==> src/design/sbdsk_pkg.sv <==
// ---------------------------------------------------------------------
// shared constants and types for the subtract / decrement-skip block
// ---------------------------------------------------------------------
package sbdsk_pkg;

   // ------------------------------------------------------------------
   // register offsets (byte addresses on the apb bus)
   // ------------------------------------------------------------------
   localparam logic [7:0] OFF_CTRL  = 8'h00; // command and operand address
   localparam logic [7:0] OFF_WREG  = 8'h04; // work register
   localparam logic [7:0] OFF_STAT  = 8'h08; // status flags
   localparam logic [7:0] OFF_MADDR = 8'h0C; // data memory pointer
   localparam logic [7:0] OFF_MDATA = 8'h10; // data memory window

   // ------------------------------------------------------------------
   // field positions
   // ------------------------------------------------------------------
   localparam int CTRL_OP_LSB   = 0;  // two-bit opcode
   localparam int CTRL_ADDR_LSB = 8;  // six-bit operand address
   localparam int STAT_C        = 0;  // borrow flag (1 = no borrow)
   localparam int STAT_HALF     = 1;  // half_borrow_flag
   localparam int STAT_Z        = 2;  // zero-result flag
   localparam int STAT_WRAP     = 3;  // signed_wrap_flag
   localparam int STAT_SKIP     = 8;  // sticky: last instruction skipped
   localparam int STAT_BUSY     = 9;  // instruction in progress

   // ------------------------------------------------------------------
   // reset values and sizes
   // ------------------------------------------------------------------
   localparam logic [7:0] WREG_RST  = 8'h00;
   localparam logic [7:0] STAT_RST  = 8'h00;
   localparam logic [5:0] MADDR_RST = 6'h00;
   localparam int         DMEM_AW   = 6;
   localparam int         DMEM_DEPTH = 64;

   // ------------------------------------------------------------------
   // timing: pclk cycles per instruction cycle
   // ------------------------------------------------------------------
   localparam logic [1:0] INSTR_DIV_LAST = 2'h3; // divide by four

   // ------------------------------------------------------------------
   // types
   // ------------------------------------------------------------------
   typedef enum logic [1:0] {
      OP_NONE                      = 2'b00,
      OP_SUBTRACT_WITH_BORROW      = 2'b01,
      OP_SUBTRACT_BORROW_TO_MEMORY = 2'b10,
      OP_DECREMENT_SKIP_IF_NULL    = 2'b11
   } sbdsk_op_t;

   typedef enum logic [1:0] {
      ST_IDLE  = 2'b00,  // waiting for a command
      ST_EXEC  = 2'b01,  // waiting for the instruction-cycle tick
      ST_DUMMY = 2'b10   // dummy cycle of a skip
   } sbdsk_state_t;

   typedef struct packed {
      logic signed_wrap_flag;
      logic zero_flag;
      logic half_borrow_flag;
      logic borrow_flag;
   } sbdsk_flags_t;

   typedef struct packed {
      logic [7:0]   result;
      sbdsk_flags_t flags;
      logic         is_zero;
   } sbdsk_alu_t;

   typedef struct packed {
      logic [7:0]  addr;
      logic        write;
      logic [31:0] wdata;
   } sbdsk_apb_req_t;

endpackage

==> src/design/sbdsk_core.sv <==
`timescale 1ns/1ps
// ---------------------------------------------------------------------
// subtract-with-borrow and decrement-skip execution unit, apb reachable
// ---------------------------------------------------------------------

// Function
// (RULE1) subtract memory and inverse borrow from work_register
// (RULE2) borrow flag 0 if negative, else 1
// (RULE3) subtracts update the four status flags only
// (RULE4) memory-destination variant writes result to memory
// (RULE5) decrement operand; skip next when zero
// (RULE6) skip takes two instruction cycles
// (RULE7) nonzero result: continue without skipping
// (RULE8) decrement writes memory back, flags untouched
module sbdsk_core
   import sbdsk_pkg::*;
(
   // clock and reset
   input  wire logic        pclk,
   input  wire logic        presetn,
   // apb slave
   input  wire logic        psel,
   input  wire logic        penable,
   input  wire logic        pwrite,
   input  wire logic [7:0]  paddr,
   input  wire logic [31:0] pwdata,
   output logic [31:0]      prdata,
   output logic             pready,
   output logic             pslverr,
   // core status towards the sequencer
   output logic             busy,
   output logic             instr_done,
   output logic             skip_next
);

   // ------------------------------------------------------------------
   // declarations
   // ------------------------------------------------------------------
   sbdsk_apb_req_t req;          // bundled request lines
   logic        setup_ph;        // apb setup cycle
   logic        wr_fire;         // write takes effect this edge
   logic        hit_ctrl;        // address decodes
   logic        hit_wreg;
   logic        hit_stat;
   logic        hit_maddr;
   logic        hit_mdata;
   logic        mapped;          // any register hit

   logic [31:0] prdata_q;        // registered read data
   logic [31:0] prdata_d;
   logic        pready_q;        // registered ready
   logic        pready_d;
   logic        pslverr_q;       // registered error
   logic        pslverr_d;

   logic [1:0]  div_q;           // instruction-cycle divider
   logic [1:0]  div_d;
   logic        tick;            // one pclk per instruction cycle

   sbdsk_state_t state_q;        // execution sequencer
   sbdsk_state_t state_d;
   sbdsk_op_t    op_q;           // latched opcode
   sbdsk_op_t    op_d;
   logic [5:0]   addr_q;         // latched operand address
   logic [5:0]   addr_d;
   logic [7:0]   work_q;         // work_register
   logic [7:0]   work_d;
   logic [7:0]   stat_q;         // flags and general bits 7:4
   logic [7:0]   stat_d;
   logic         skipped_q;      // sticky skip indication
   logic         skipped_d;
   logic [5:0]   maddr_q;        // software memory pointer
   logic [5:0]   maddr_d;
   logic         busy_q;         // registered outputs
   logic         busy_d;
   logic         done_q;
   logic         done_d;
   logic         skip_q;
   logic         skip_d;

   logic [7:0]   mem_q [DMEM_DEPTH]; // data memory
   logic         mem_we;         // memory write strobe
   logic [5:0]   mem_wa;
   logic [7:0]   mem_wd;

   sbdsk_flags_t flags_cur;      // flags as the alu sees them
   sbdsk_alu_t   alu;            // alu result
   sbdsk_op_t    cmd_op;         // opcode in a control write

   // ------------------------------------------------------------------
   // bus decode
   // ------------------------------------------------------------------
   assign req.addr  = paddr;
   assign req.write = pwrite;
   assign req.wdata = pwdata;
   assign setup_ph  = psel & ~penable;
   // ready is registered, so the access phase always lasts one cycle
   // a refused write changes nothing, even if busy fell meanwhile
   assign wr_fire   = psel & penable & pready_q & req.write &
                      ~pslverr_q;
   assign hit_ctrl  = (req.addr == OFF_CTRL);
   assign hit_wreg  = (req.addr == OFF_WREG);
   assign hit_stat  = (req.addr == OFF_STAT);
   assign hit_maddr = (req.addr == OFF_MADDR);
   assign hit_mdata = (req.addr == OFF_MDATA);
   assign mapped    = hit_ctrl | hit_wreg | hit_stat | hit_maddr |
                      hit_mdata;
   assign cmd_op    = sbdsk_op_t'(req.wdata[CTRL_OP_LSB +: 2]);

   // ------------------------------------------------------------------
   // apb answer: next values
   // ------------------------------------------------------------------
   always_comb begin
      pready_d  = setup_ph;      // answer in the first access cycle
      pslverr_d = 1'b0;
      prdata_d  = 32'h0000_0000;
      if (setup_ph) begin
         // unmapped addresses and writes while busy, except to the pointer, are refused;
         // a refused write changes nothing
         pslverr_d = ~mapped | (req.write & busy_q & ~hit_maddr);
         if (!req.write) begin
            unique case (1'b1)
               hit_ctrl: begin
                  prdata_d[CTRL_OP_LSB +: 2]   = op_q;
                  prdata_d[CTRL_ADDR_LSB +: 6] = addr_q;
               end
               hit_wreg:  prdata_d[7:0] = work_q;
               hit_stat: begin
                  prdata_d[7:0]       = stat_q;
                  prdata_d[STAT_SKIP] = skipped_q;
                  prdata_d[STAT_BUSY] = busy_q;
               end
               hit_maddr: prdata_d[5:0] = maddr_q;
               hit_mdata: prdata_d[7:0] = mem_q[maddr_q];
               default:   prdata_d      = 32'h0000_0000;
            endcase
         end
      end
   end

   // apb answer: registers
   always_ff @(posedge pclk or negedge presetn) begin
      if (!presetn) begin
         pready_q  <= 1'b0;
         pslverr_q <= 1'b0;
         prdata_q  <= 32'h0000_0000;
      end else begin
         pready_q  <= pready_d;
         pslverr_q <= pslverr_d;
         prdata_q  <= prdata_d;
      end
   end

   // ------------------------------------------------------------------
   // instruction-cycle divider
   // ------------------------------------------------------------------
   // free running, so a command waits up to one instruction cycle
   always_comb begin
      tick  = (div_q == INSTR_DIV_LAST);
      div_d = tick ? 2'h0 : div_q + 2'h1;
   end

   always_ff @(posedge pclk or negedge presetn) begin
      if (!presetn) begin
         div_q <= 2'h0;
      end else begin
         div_q <= div_d;
      end
   end

   // ------------------------------------------------------------------
   // datapath
   // ------------------------------------------------------------------
   assign flags_cur.signed_wrap_flag = stat_q[STAT_WRAP];
   assign flags_cur.zero_flag        = stat_q[STAT_Z];
   assign flags_cur.half_borrow_flag = stat_q[STAT_HALF];
   assign flags_cur.borrow_flag      = stat_q[STAT_C];

   sbdsk_alu sbdsk_alu_inst (
      .op            (op_q),
      .work_register (work_q),
      .mem_operand   (mem_q[addr_q]),
      .flags_in      (flags_cur),
      .alu_out       (alu)
   );

   // ------------------------------------------------------------------
   // sequencer and architectural state: next values
   // ------------------------------------------------------------------
   always_comb begin
      state_d   = state_q;
      op_d      = op_q;
      addr_d    = addr_q;
      work_d    = work_q;
      stat_d    = stat_q;
      skipped_d = skipped_q;
      maddr_d   = maddr_q;
      done_d    = 1'b0;
      skip_d    = 1'b0;
      mem_we    = 1'b0;
      mem_wa    = maddr_q;
      mem_wd    = req.wdata[7:0];

      // software side; only while idle, except the pointer
      if (wr_fire && hit_maddr) begin
         maddr_d = req.wdata[5:0];
      end
      if (wr_fire && !busy_q) begin
         if (hit_wreg) begin
            work_d = req.wdata[7:0];
         end
         if (hit_stat) begin
            stat_d = req.wdata[7:0];
            // skip indication is write-one-to-clear
            if (req.wdata[STAT_SKIP]) begin
               skipped_d = 1'b0;
            end
         end
         if (hit_mdata) begin
            mem_we = 1'b1;
         end
         if (hit_ctrl && cmd_op != OP_NONE) begin
            op_d    = cmd_op;
            addr_d  = req.wdata[CTRL_ADDR_LSB +: 6];
            state_d = ST_EXEC;
         end
      end

      unique case (state_q)
         ST_IDLE: begin
            // commands are picked up by the bus branch above
         end
         ST_EXEC: begin
            if (tick) begin
               unique case (op_q)
                  OP_SUBTRACT_WITH_BORROW: begin
                     work_d = alu.result;                     // [RULE1]
                  end
                  OP_SUBTRACT_BORROW_TO_MEMORY: begin
                     mem_we = 1'b1;                           // [RULE4]
                     mem_wa = addr_q;
                     mem_wd = alu.result;
                  end
                  OP_DECREMENT_SKIP_IF_NULL: begin
                     mem_we = 1'b1;                           // [RULE8]
                     mem_wa = addr_q;
                     mem_wd = alu.result;
                  end
                  default: begin
                  end
               endcase
               if (op_q != OP_DECREMENT_SKIP_IF_NULL) begin
                  // only the four flags move; bits 7:4 stay
                  stat_d[STAT_C]    = alu.flags.borrow_flag;      // [RULE2]
                  stat_d[STAT_HALF] = alu.flags.half_borrow_flag; // [RULE3]
                  stat_d[STAT_Z]    = alu.flags.zero_flag;        // [RULE3]
                  stat_d[STAT_WRAP] = alu.flags.signed_wrap_flag; // [RULE3]
               end
               if (op_q == OP_DECREMENT_SKIP_IF_NULL && alu.is_zero) begin
                  state_d = ST_DUMMY;                         // [RULE6]
               end else begin
                  state_d = ST_IDLE;                          // [RULE7]
                  done_d  = 1'b1;
               end
            end
         end
         ST_DUMMY: begin
            // second instruction cycle; next instruction is discarded
            if (tick) begin
               state_d   = ST_IDLE;                           // [RULE6]
               done_d    = 1'b1;
               skip_d    = 1'b1;                              // [RULE5]
               skipped_d = 1'b1;  // set placed after clear: set wins
            end
         end
         default: begin
            state_d = ST_IDLE;
         end
      endcase
      busy_d = (state_d != ST_IDLE);
   end

   // sequencer and architectural state: registers
   always_ff @(posedge pclk or negedge presetn) begin
      if (!presetn) begin
         state_q   <= ST_IDLE;
         op_q      <= OP_NONE;
         addr_q    <= 6'h00;
         work_q    <= WREG_RST;
         stat_q    <= STAT_RST;
         skipped_q <= 1'b0;
         maddr_q   <= MADDR_RST;
         busy_q    <= 1'b0;
         done_q    <= 1'b0;
         skip_q    <= 1'b0;
      end else begin
         state_q   <= state_d;
         op_q      <= op_d;
         addr_q    <= addr_d;
         work_q    <= work_d;
         stat_q    <= stat_d;
         skipped_q <= skipped_d;
         maddr_q   <= maddr_d;
         busy_q    <= busy_d;
         done_q    <= done_d;
         skip_q    <= skip_d;
      end
   end

   // ------------------------------------------------------------------
   // data memory
   // ------------------------------------------------------------------
   // no reset: contents are undefined until software loads them
   always_ff @(posedge pclk) begin
      if (mem_we) begin
         mem_q[mem_wa] <= mem_wd;
      end
   end

   // ------------------------------------------------------------------
   // outputs
   // ------------------------------------------------------------------
   assign prdata     = prdata_q;
   assign pready     = pready_q;
   assign pslverr    = pslverr_q;
   assign busy       = busy_q;
   assign instr_done = done_q;
   assign skip_next  = skip_q;

endmodule

==> src/design/sbdsk_alu.sv <==
`timescale 1ns/1ps
// ---------------------------------------------------------------------
// combinational datapath: subtract with borrow and decrement
// ---------------------------------------------------------------------
module sbdsk_alu
   import sbdsk_pkg::*;
(
   // operation select
   input  wire sbdsk_op_t    op,
   // operands
   input  wire logic [7:0]   work_register,
   input  wire logic [7:0]   mem_operand,
   input  wire sbdsk_flags_t flags_in,
   // result and new flags
   output sbdsk_alu_t        alu_out
);

   // difference with borrow-in; msb of the result is the borrow out
   function automatic logic [8:0] sub_borrow(input logic [7:0] a,
                                             input logic [7:0] b,
                                             input logic       bin);
      sub_borrow = {1'b0, a} - {1'b0, b} - {8'h00, bin};
   endfunction

   logic [8:0] full_d;   // nine-bit difference
   logic [8:0] nib_d;    // low-nibble difference
   logic       bin;      // borrow-in is the inverse of the borrow flag

   // -------------------------------------------------------------------
   // result and flags
   // -------------------------------------------------------------------
   always_comb begin
      bin     = ~flags_in.borrow_flag;
      full_d  = sub_borrow(work_register, mem_operand, bin);  // [RULE1]
      nib_d   = sub_borrow({4'h0, work_register[3:0]},
                           {4'h0, mem_operand[3:0]}, bin);
      alu_out = '0;
      alu_out.flags = flags_in;
      if (op == OP_DECREMENT_SKIP_IF_NULL) begin
         // flags stay as they were
         alu_out.result = mem_operand - 8'h01;               // [RULE5]
      end else begin
         alu_out.result = full_d[7:0];
         // borrow flag: 0 on negative, 1 on zero or positive
         alu_out.flags.borrow_flag      = ~full_d[8];        // [RULE2]
         alu_out.flags.half_borrow_flag = ~nib_d[4];         // [RULE3]
         alu_out.flags.zero_flag        = (full_d[7:0] == 8'h00);
         alu_out.flags.signed_wrap_flag =
            (work_register[7] ^ mem_operand[7]) &
            (work_register[7] ^ full_d[7]);                  // [RULE3]
      end
      alu_out.is_zero = (alu_out.result == 8'h00);
   end

endmodule

==> config.mk <==
export PLATFORM = sky130hd
export DESIGN_NAME = sbdsk_core
export DESIGN_NICKNAME = d
export VERILOG_FILES = /design/src/design/sbdsk_pkg.sv /design/src/design/sbdsk_core.sv /design/src/design/sbdsk_alu.sv
export SDC_FILE = /design/constraint.sdc
export NUM_CORES = 1
export LEC_CHECK = 0
export BUFFER_PORTS_ARGS = -buffer_cell sky130_fd_sc_hd__buf_2
export CAP_MARGIN = 0
export CORE_UTILIZATION = 45
export DETAILED_ROUTE_END_ITERATION = 10
export PLACE_DENSITY_LB_ADDON = 0.1
export REMOVE_ABC_BUFFERS = 1
export SYNTH_ARGS = -nofsm -noshare
export SYNTH_HDL_FRONTEND = slang
export SYNTH_SLANG_ARGS = --single-unit
export TNS_END_PERCENT = 1
==> constraint.sdc <==
create_clock -name pclk -period 10.1 [get_ports pclk]
set_clock_uncertainty 0.15 [all_clocks]
set_input_delay 3.03 -clock pclk [delete_from_list [all_inputs] [get_ports pclk]]
set_output_delay 3.03 -clock pclk [all_outputs]
set_load 0.05 [all_outputs]
==> run metrics, run 1 <==
status=finished, final reports clean; xor/xnor share of the synthesized area=0.003481; core outline area=60,580 um^2; post-synthesis simple-gate area fraction=0.04462; cell internal pwr=3854 uW; area leader, netlist=edfxtp_1; post-route cell area=30,680 um^2; Hold Crit Endpoint=div_q[0]; Top FF cell, synth=edfxtp_1; CTS HTree Levels=2; HPWL after DPL=51.39 mm; Post-Syn Area=27,680 um^2; PortBufs=45; Sequential Power Share=0.528; antenna-violating nets left=0; area of the multi-input gates=10,270 um^2; first-pass GRT wire length=113.3 mm; CP cell instances=buf_12 > mux4_2 > a22oi_1 > and3_1 > nor4_1 > nor2_1 > inv_1 > fa_1 > inv_1 > ha_1 > or2_2 > fa_1 > nand2b_1 > a21oi_1 > o21ai_0 > a21oi_1 > xnor2_1 > nor2_1 > a311oi_2 > o21ai_4 > buf_4; Setup Buffers After CTS=0; Clk network pwr share=0.449; largest net degree at the start of global routing=110; CTS resizes=0; Synth Area in Adders=0.01049; sequential-to-total area share from yosys stat=0.6043; num rows=90; ANT cells=0; 1st-pass router iterations=6; Num CTS Buffers=61; clock latency on the worst-skew pair=0.63 ns; list of most frequent post-synthesis cells=edfxtp_1 (512), mux4_2 (283), nor2_1 (109); Comb pwr share=0.023; CP peak stage delay=0.77 ns; area share of the largest cell type after synthesis=0.5555; share of cells above drive strength 1=0.3093; post-route insts no fill=2,418; routability cong.=0.8817; placed cell count=2,308; CTS max path bufs=3; FF-to-FF setup slack=2.99 ns; Seq. cell area=16,740 um^2; Compound-Gate Fraction of Synth Area=0.03400; Slew headroom=0.1624; critical path type=reg2reg; R2R cell count=21; Die Y-Extent=250 um; Worst setup EP type=flop; synth top area cells=edfxtp_1 (56%), mux4_2 (23%), dfrtp_1 (4.9%); final core occ=0.5064; Final WS setup=2.986 ns; pre-CTS WS=3.056 ns; drt via density=6.411; hold depth=1; synthesized flop and latch total=566; Post-DP Area=28,760 um^2; io pins=82; P_sw=989.8 uW; CP startpoint kind=flop; hold path startpoint=div_q[0]; Die X-Extent=250 um; vias in the first global route=15.78k; Clk pin slew, worst setup/hold paths=0.06 ns; max-slew violation count=0; most common cell in the synthesized netlist=edfxtp_1; Die Area=62,500 um^2; GRT overflow=0; Pleak=0.009756 uW; main combinational cell family by area after synthesis=multiplexers; yosys warns=0; crit share post-route=0.7044; GRT Total Usage=0.2572; P&R area growth vs syn=10.85%; worst vdd ir=0.1282 mV; Switching Fraction=0.2043; Mapped Cells=1,539; synth unique cells=70; Fillers=4,906; clock root buffer=clkbuf_16; reg2reg start=addr_q[0]; final hold vios=0; Final min period=7.114 ns; 1st-iter DRT viols=1,384; initial antenna violation count=1; post-synthesis mux area share=0.2731; fin nets=1,656; Max Fclk=0.1406 GHz; DRT Wirelength=79.06 mm; drt wl/cell=32.70 um; Avg Inst Size Synth=17.98 um^2; Worst-Margin Slew=1.256 ns; CP Max Fanout=73; Clock Sinks=566; worst min-delay path category=reg2reg; Crit-path slowest cell=dfrtp_4; ys async rst share=0.09541; Starting Density=0.4568; CTS tree=done; hold_buf cts=0; Critical R2R Capture=mem_q[20][6]; worst endpoint required time=10.23 ns; CP arrival=7.24 ns; Max-cap violations=0; vias=15.50k; pwr dens=157.9 nW/um^2; RSZ-0062 raised after global routing=no; # DRC=0; endpoints failing setup=0; Post-synth EDFFs=512
==> metal layers <==
metal  vias up  part of all wire  global-route usage
li1       6462                 -                   -
met1      8305              0.41              0.3555
met2       594              0.49              0.4211
met3       140             0.067             0.03880
met4         2             0.032             0.08379
met5         -           0.00016                   0
==> power by group through the flow <==
stage                     clock, uW  combinational [uW]  sequential (uW)
after floorplan                   0                58.6             2610
after global placement            0                 108             2610
after detailed placement          0                 111             2610
after CTS                      2210                 111             2560
after global routing           2290                 119             2560
final                          2180                 110             2560
==> critical path: cells and delay by family, from the launching register on <==
| kind | cells | cell delay (ns) |
|---|---|---|
| AO/OA/AOI/OAI | 6 | 1.55 |
| adder cells (fa/ha/maj) | 3 | 1.20 |
| AND/OR/NAND/NOR | 6 | 1.05 |
| buffers and inverters | 4 | 1.01 |
| flip-flops | 1 | 0.77 |
| multiplexers | 1 | 0.58 |
| XOR/XNOR | 1 | 0.19 |
==> per-stage QoR <==
stage	hold slack, ns	power, uW	TNS [ns]
after floorplan	0.2531	2671	-716.94
after global placement	0.2653	2714	0
after detailed placement	0.3027	2716	0
after CTS	0.3168	4879	0
after global routing	0.3250	4968	0
final	0.3037	4844	0
==> registers in the layout, indices dropped and copies added, names as in the netlist <==
name        cells
addr_q          6
busy            1
div_q           2
instr_done      1
maddr_q         6
mem_q         512
op_q            2
prdata         14
pready          1
pslverr         1
skip_next       1
skipped_q       1
stat_q          8
state_q         2
work_q          8
==> cells in the final DEF, fill, tap and decap left out, types with 11 or more instances in the layout <==
cell type    n
edfxtp_1   512
mux4_2     283
nor2_1     109
clkbuf_16   62
nand2_1     52
mux2i_1     52
dfrtp_1     47
inv_1       46
buf_2       45
buf_4       43
mux2_2      31
a21oi_1     24
ha_1        20
o21ai_0     19
conb_1      18
clkbuf_1    18
a22oi_1     17
nor2b_1     15
clkinv_1    15
a31oi_1     13
mux4_1      12
and2_1      11
nor4_1      11
==> layout make-up <==
type | instances | area share
inverter | 47 | 0.005751
multi-input combinational | 823 | 0.3348
clock buffer | 84 | 0.05457
clock inverter | 26 | 0.008035
timing repair buffer | 90 | 0.01917
tap | 782 | 0.03189
sequential | 566 | 0.5458
==> cell families after synthesis <==
family          after synthesis
flops                       566
mux                         378
simple gates                258
buf+inv                     167
compound gates              136
fa+ha+maj                    22
xor+xnor                     11
other cells                   1
==> worst max path at each step <==
stage / depth (start not counted) / start / endpoint / slack, ns
6_report: 21 / addr_q[0] / mem_q[20][6] / 2.99
5_1_grt: 21 / addr_q[0] / mem_q[62][6] / 2.58
4_1_cts: 21 / addr_q[0] / mem_q[0][6] / 3.00
3_5_place_dp: 21 / addr_q[0] / mem_q[24][6] / 3.06
3_3_place_gp: 21 / addr_q[0] / mem_q[24][6] / 3.11
2_1_floorplan: 18 / addr_q[0] / mem_q[0][6] / -2.57
Power figures use the tool's default switching activity.
==> run 2: changes to the inputs <==
==> constraint.sdc (replaced) <==
create_clock -name pclk -period 6.9 [get_ports pclk]
set_clock_uncertainty 0.15 [all_clocks]
set_input_delay 2.07 -clock pclk [delete_from_list [all_inputs] [get_ports pclk]]
set_output_delay 2.07 -clock pclk [all_outputs]
set_load 0.05 [all_outputs]
==> run 2 against run 1 <==
Compared with the run above: register-to-register slack worse by 2.6 ns; routed wire length is 2.1% higher; first-iteration DRC count is 12% higher; total power is 53% higher; via count is 2.0% higher; combinational power is 52% higher; non-clock buffer count is 34 higher; largest power group unchanged.
==> run metrics, run 2 (synthesis results as in run 1) <==
Reg with most FFs=mem_q (unchanged); Die X-Extent=250 um (unchanged); largest net degree at the start of global routing=91 (was 110); routability cong.=0.8917 (was 0.8817); # DRC=0 (unchanged); CTS resizes=0 (unchanged); CP Max Fanout=64 (was 73); Max Fclk=0.1530 GHz (was 0.1406 GHz); status=finished, final reports clean (unchanged); GRT overflow=0 (unchanged); worst endpoint required time=7.05 ns (was 10.23 ns); first-pass GRT wire length=117.2 mm (was 113.3 mm); CP arrival=6.69 ns (was 7.24 ns); share of cells above drive strength 1=0.3310 (was 0.3093); Clock Sinks=566 (unchanged); Worst-Margin Slew=1.248 ns (was 1.256 ns); core outline area=60,580 um^2 (unchanged); CTS tree=done (unchanged); most frequent cells in the layout=edfxtp_1 (512), mux4_2 (283), nor2_1 (109) (unchanged); io pins=82 (unchanged); RSZ-0062 raised after global routing=no (unchanged); critical path type=reg2reg (unchanged); P&R area growth vs syn=12.76% (was 10.85%); 1st-iter DRT viols=1,545 (was 1,384); Die Area=62,500 um^2 (unchanged); crit share post-route=0.9475 (was 0.7044); clock root buffer=clkbuf_16 (unchanged); Slew headroom=0.1648 (was 0.1624); Die Y-Extent=250 um (unchanged); antenna-violating nets left=0 (unchanged); post-route cell area=31,210 um^2 (was 30,680 um^2); max-slew violation count=0 (unchanged); endpoints failing setup=0 (unchanged); PortBufs=45 (unchanged); drt wl/cell=32.80 um (was 32.70 um); pre-CTS WS=0.5092 ns (was 3.056 ns); 1st-pass router iterations=6 (unchanged); DRT Wirelength=80.76 mm (was 79.06 mm); hold_buf cts=0 (unchanged); HPWL after DPL=53.21 mm (was 51.39 mm); Setup Buffers After CTS=0 (unchanged); Max-cap violations=0 (unchanged); vias=15.81k (was 15.50k); vias in the first global route=16.09k (was 15.78k); worst vdd ir=0.1705 mV (was 0.1282 mV); Hold WS=0.2850 ns (was 0.3037 ns); Num CTS Buffers=66 (was 61); Starting Density=0.4568 (unchanged); initial antenna violation count=0 (was 1); pwr dens=236.9 nW/um^2 (was 157.9 nW/um^2); final hold vios=0 (unchanged); GRT Total Usage=0.2646 (was 0.2572); fin nets=1,695 (was 1,656); Clk pin slew, worst setup/hold paths=0.06 ns (about the same); drt via density=6.422 (was 6.411); Final min period=6.538 ns (was 7.114 ns); CTS HTree Levels=3 (was 2); Pleak=0.01006 uW (was 0.009756 uW); CTS max path bufs=3 (unchanged); num rows=90 (unchanged); commonest non-fill, non-tap cell in the layout=edfxtp_1 (unchanged); ANT cells=0 (unchanged); clock latency on the worst-skew pair=0.61 ns (was 0.63 ns); Final WS setup=0.3622 ns (was 2.986 ns); max reg flops=512 (unchanged); Worst setup EP type=flop (unchanged); CP startpoint kind=flop (unchanged); worst min-delay path category=reg2reg (unchanged); Post-DP Area=29,060 um^2 (was 28,760 um^2)
==> run 2: layer usage <==
metal | vias to the layer above | part of all wire | routed length (um) | track usage
li1 | 6550 | - | - | -
met1 | 8523 | 0.43 | 34600 | 0.3751
met2 | 622 | 0.48 | 38930 | 0.4234
met3 | 115 | 0.065 | 5223 | 0.04203
met4 | 0 | 0.025 | 2008 | 0.08063
met5 | - | 0 | 0 | 0
==> run 2: cell type report <==
cell class | instances | area, um^2
well taps | 782 | 978.4
inverters | 47 | 176.4
flip-flops and latches | 566 | 16740
fillers | 4898 | 29370
multi-input cells | 823 | 10270
clock buffers | 81 | 1739
clock inverters | 39 | 406.6
repair buffers | 124 | 893.4
==> run 2: power by group <==
part / total (uW) / internal, uW / switching (uW) / leakage, uW
clock: 3480 / 2070 / 1410 / 0.00103
combinational: 167 / 41.6 / 126 / 0.00375
sequential: 3740 / 3740 / 2.75 / 0.00527
total: 7390 / 5850 / 1540 / 0.0101
==> run 2: worst paths after layout <==
path	depth (start not counted)	start	slack, ns	end
setup / recovery	20	addr_q[0]	0.36	mem_q[57][6]
hold / removal	1	div_q[0]	0.28	div_q[0]
setup reg to reg	20	addr_q[0]	0.36	mem_q[57][6]
hold reg to reg	1	div_q[0]	0.28	div_q[0]
max in group asynchronous	2	presetn	4.61	maddr_q[0]
min in group asynchronous	2	presetn	1.46	op_q[0]
==> run 2: worst max-delay path, stage by stage, from the launching register on <==
cell and delay, ns:
dfrtp_4 0.72, buf_4 0.38, mux4_2 0.55, o22ai_1 0.31, nor4_1 0.11, nor2_1 0.24
inv_1 0.19, fa_1 0.54, inv_1 0.05, ha_1 0.18, or2_2 0.29, fa_1 0.47
nand2b_1 0.16, a21oi_1 0.29, o21ai_0 0.14, a21oi_1 0.24, xnor2_1 0.17, nor2_1 0.08
a311oi_2 0.50, o21ai_4 0.13, buf_12 0.21
==> run 2: through the flow <==
| step | total power, uW | std cells | utilization | TNS [ns] |
|---|---|---|---|---|
| 2_1_floorplan | 3910 | 1436 | - | -2319.63 |
| 3_3_place_gp | 3978 | 2342 | 0.4797 | 0 |
| 3_5_place_dp | 3982 | 2342 | 0.4797 | 0 |
| 4_1_cts | 7459 | 2462 | 0.5151 | 0 |
| 5_1_grt | 7589 | 2462 | 0.5151 | 0 |
| 6_report | 7392 | 2462 | 0.5151 | 0 |
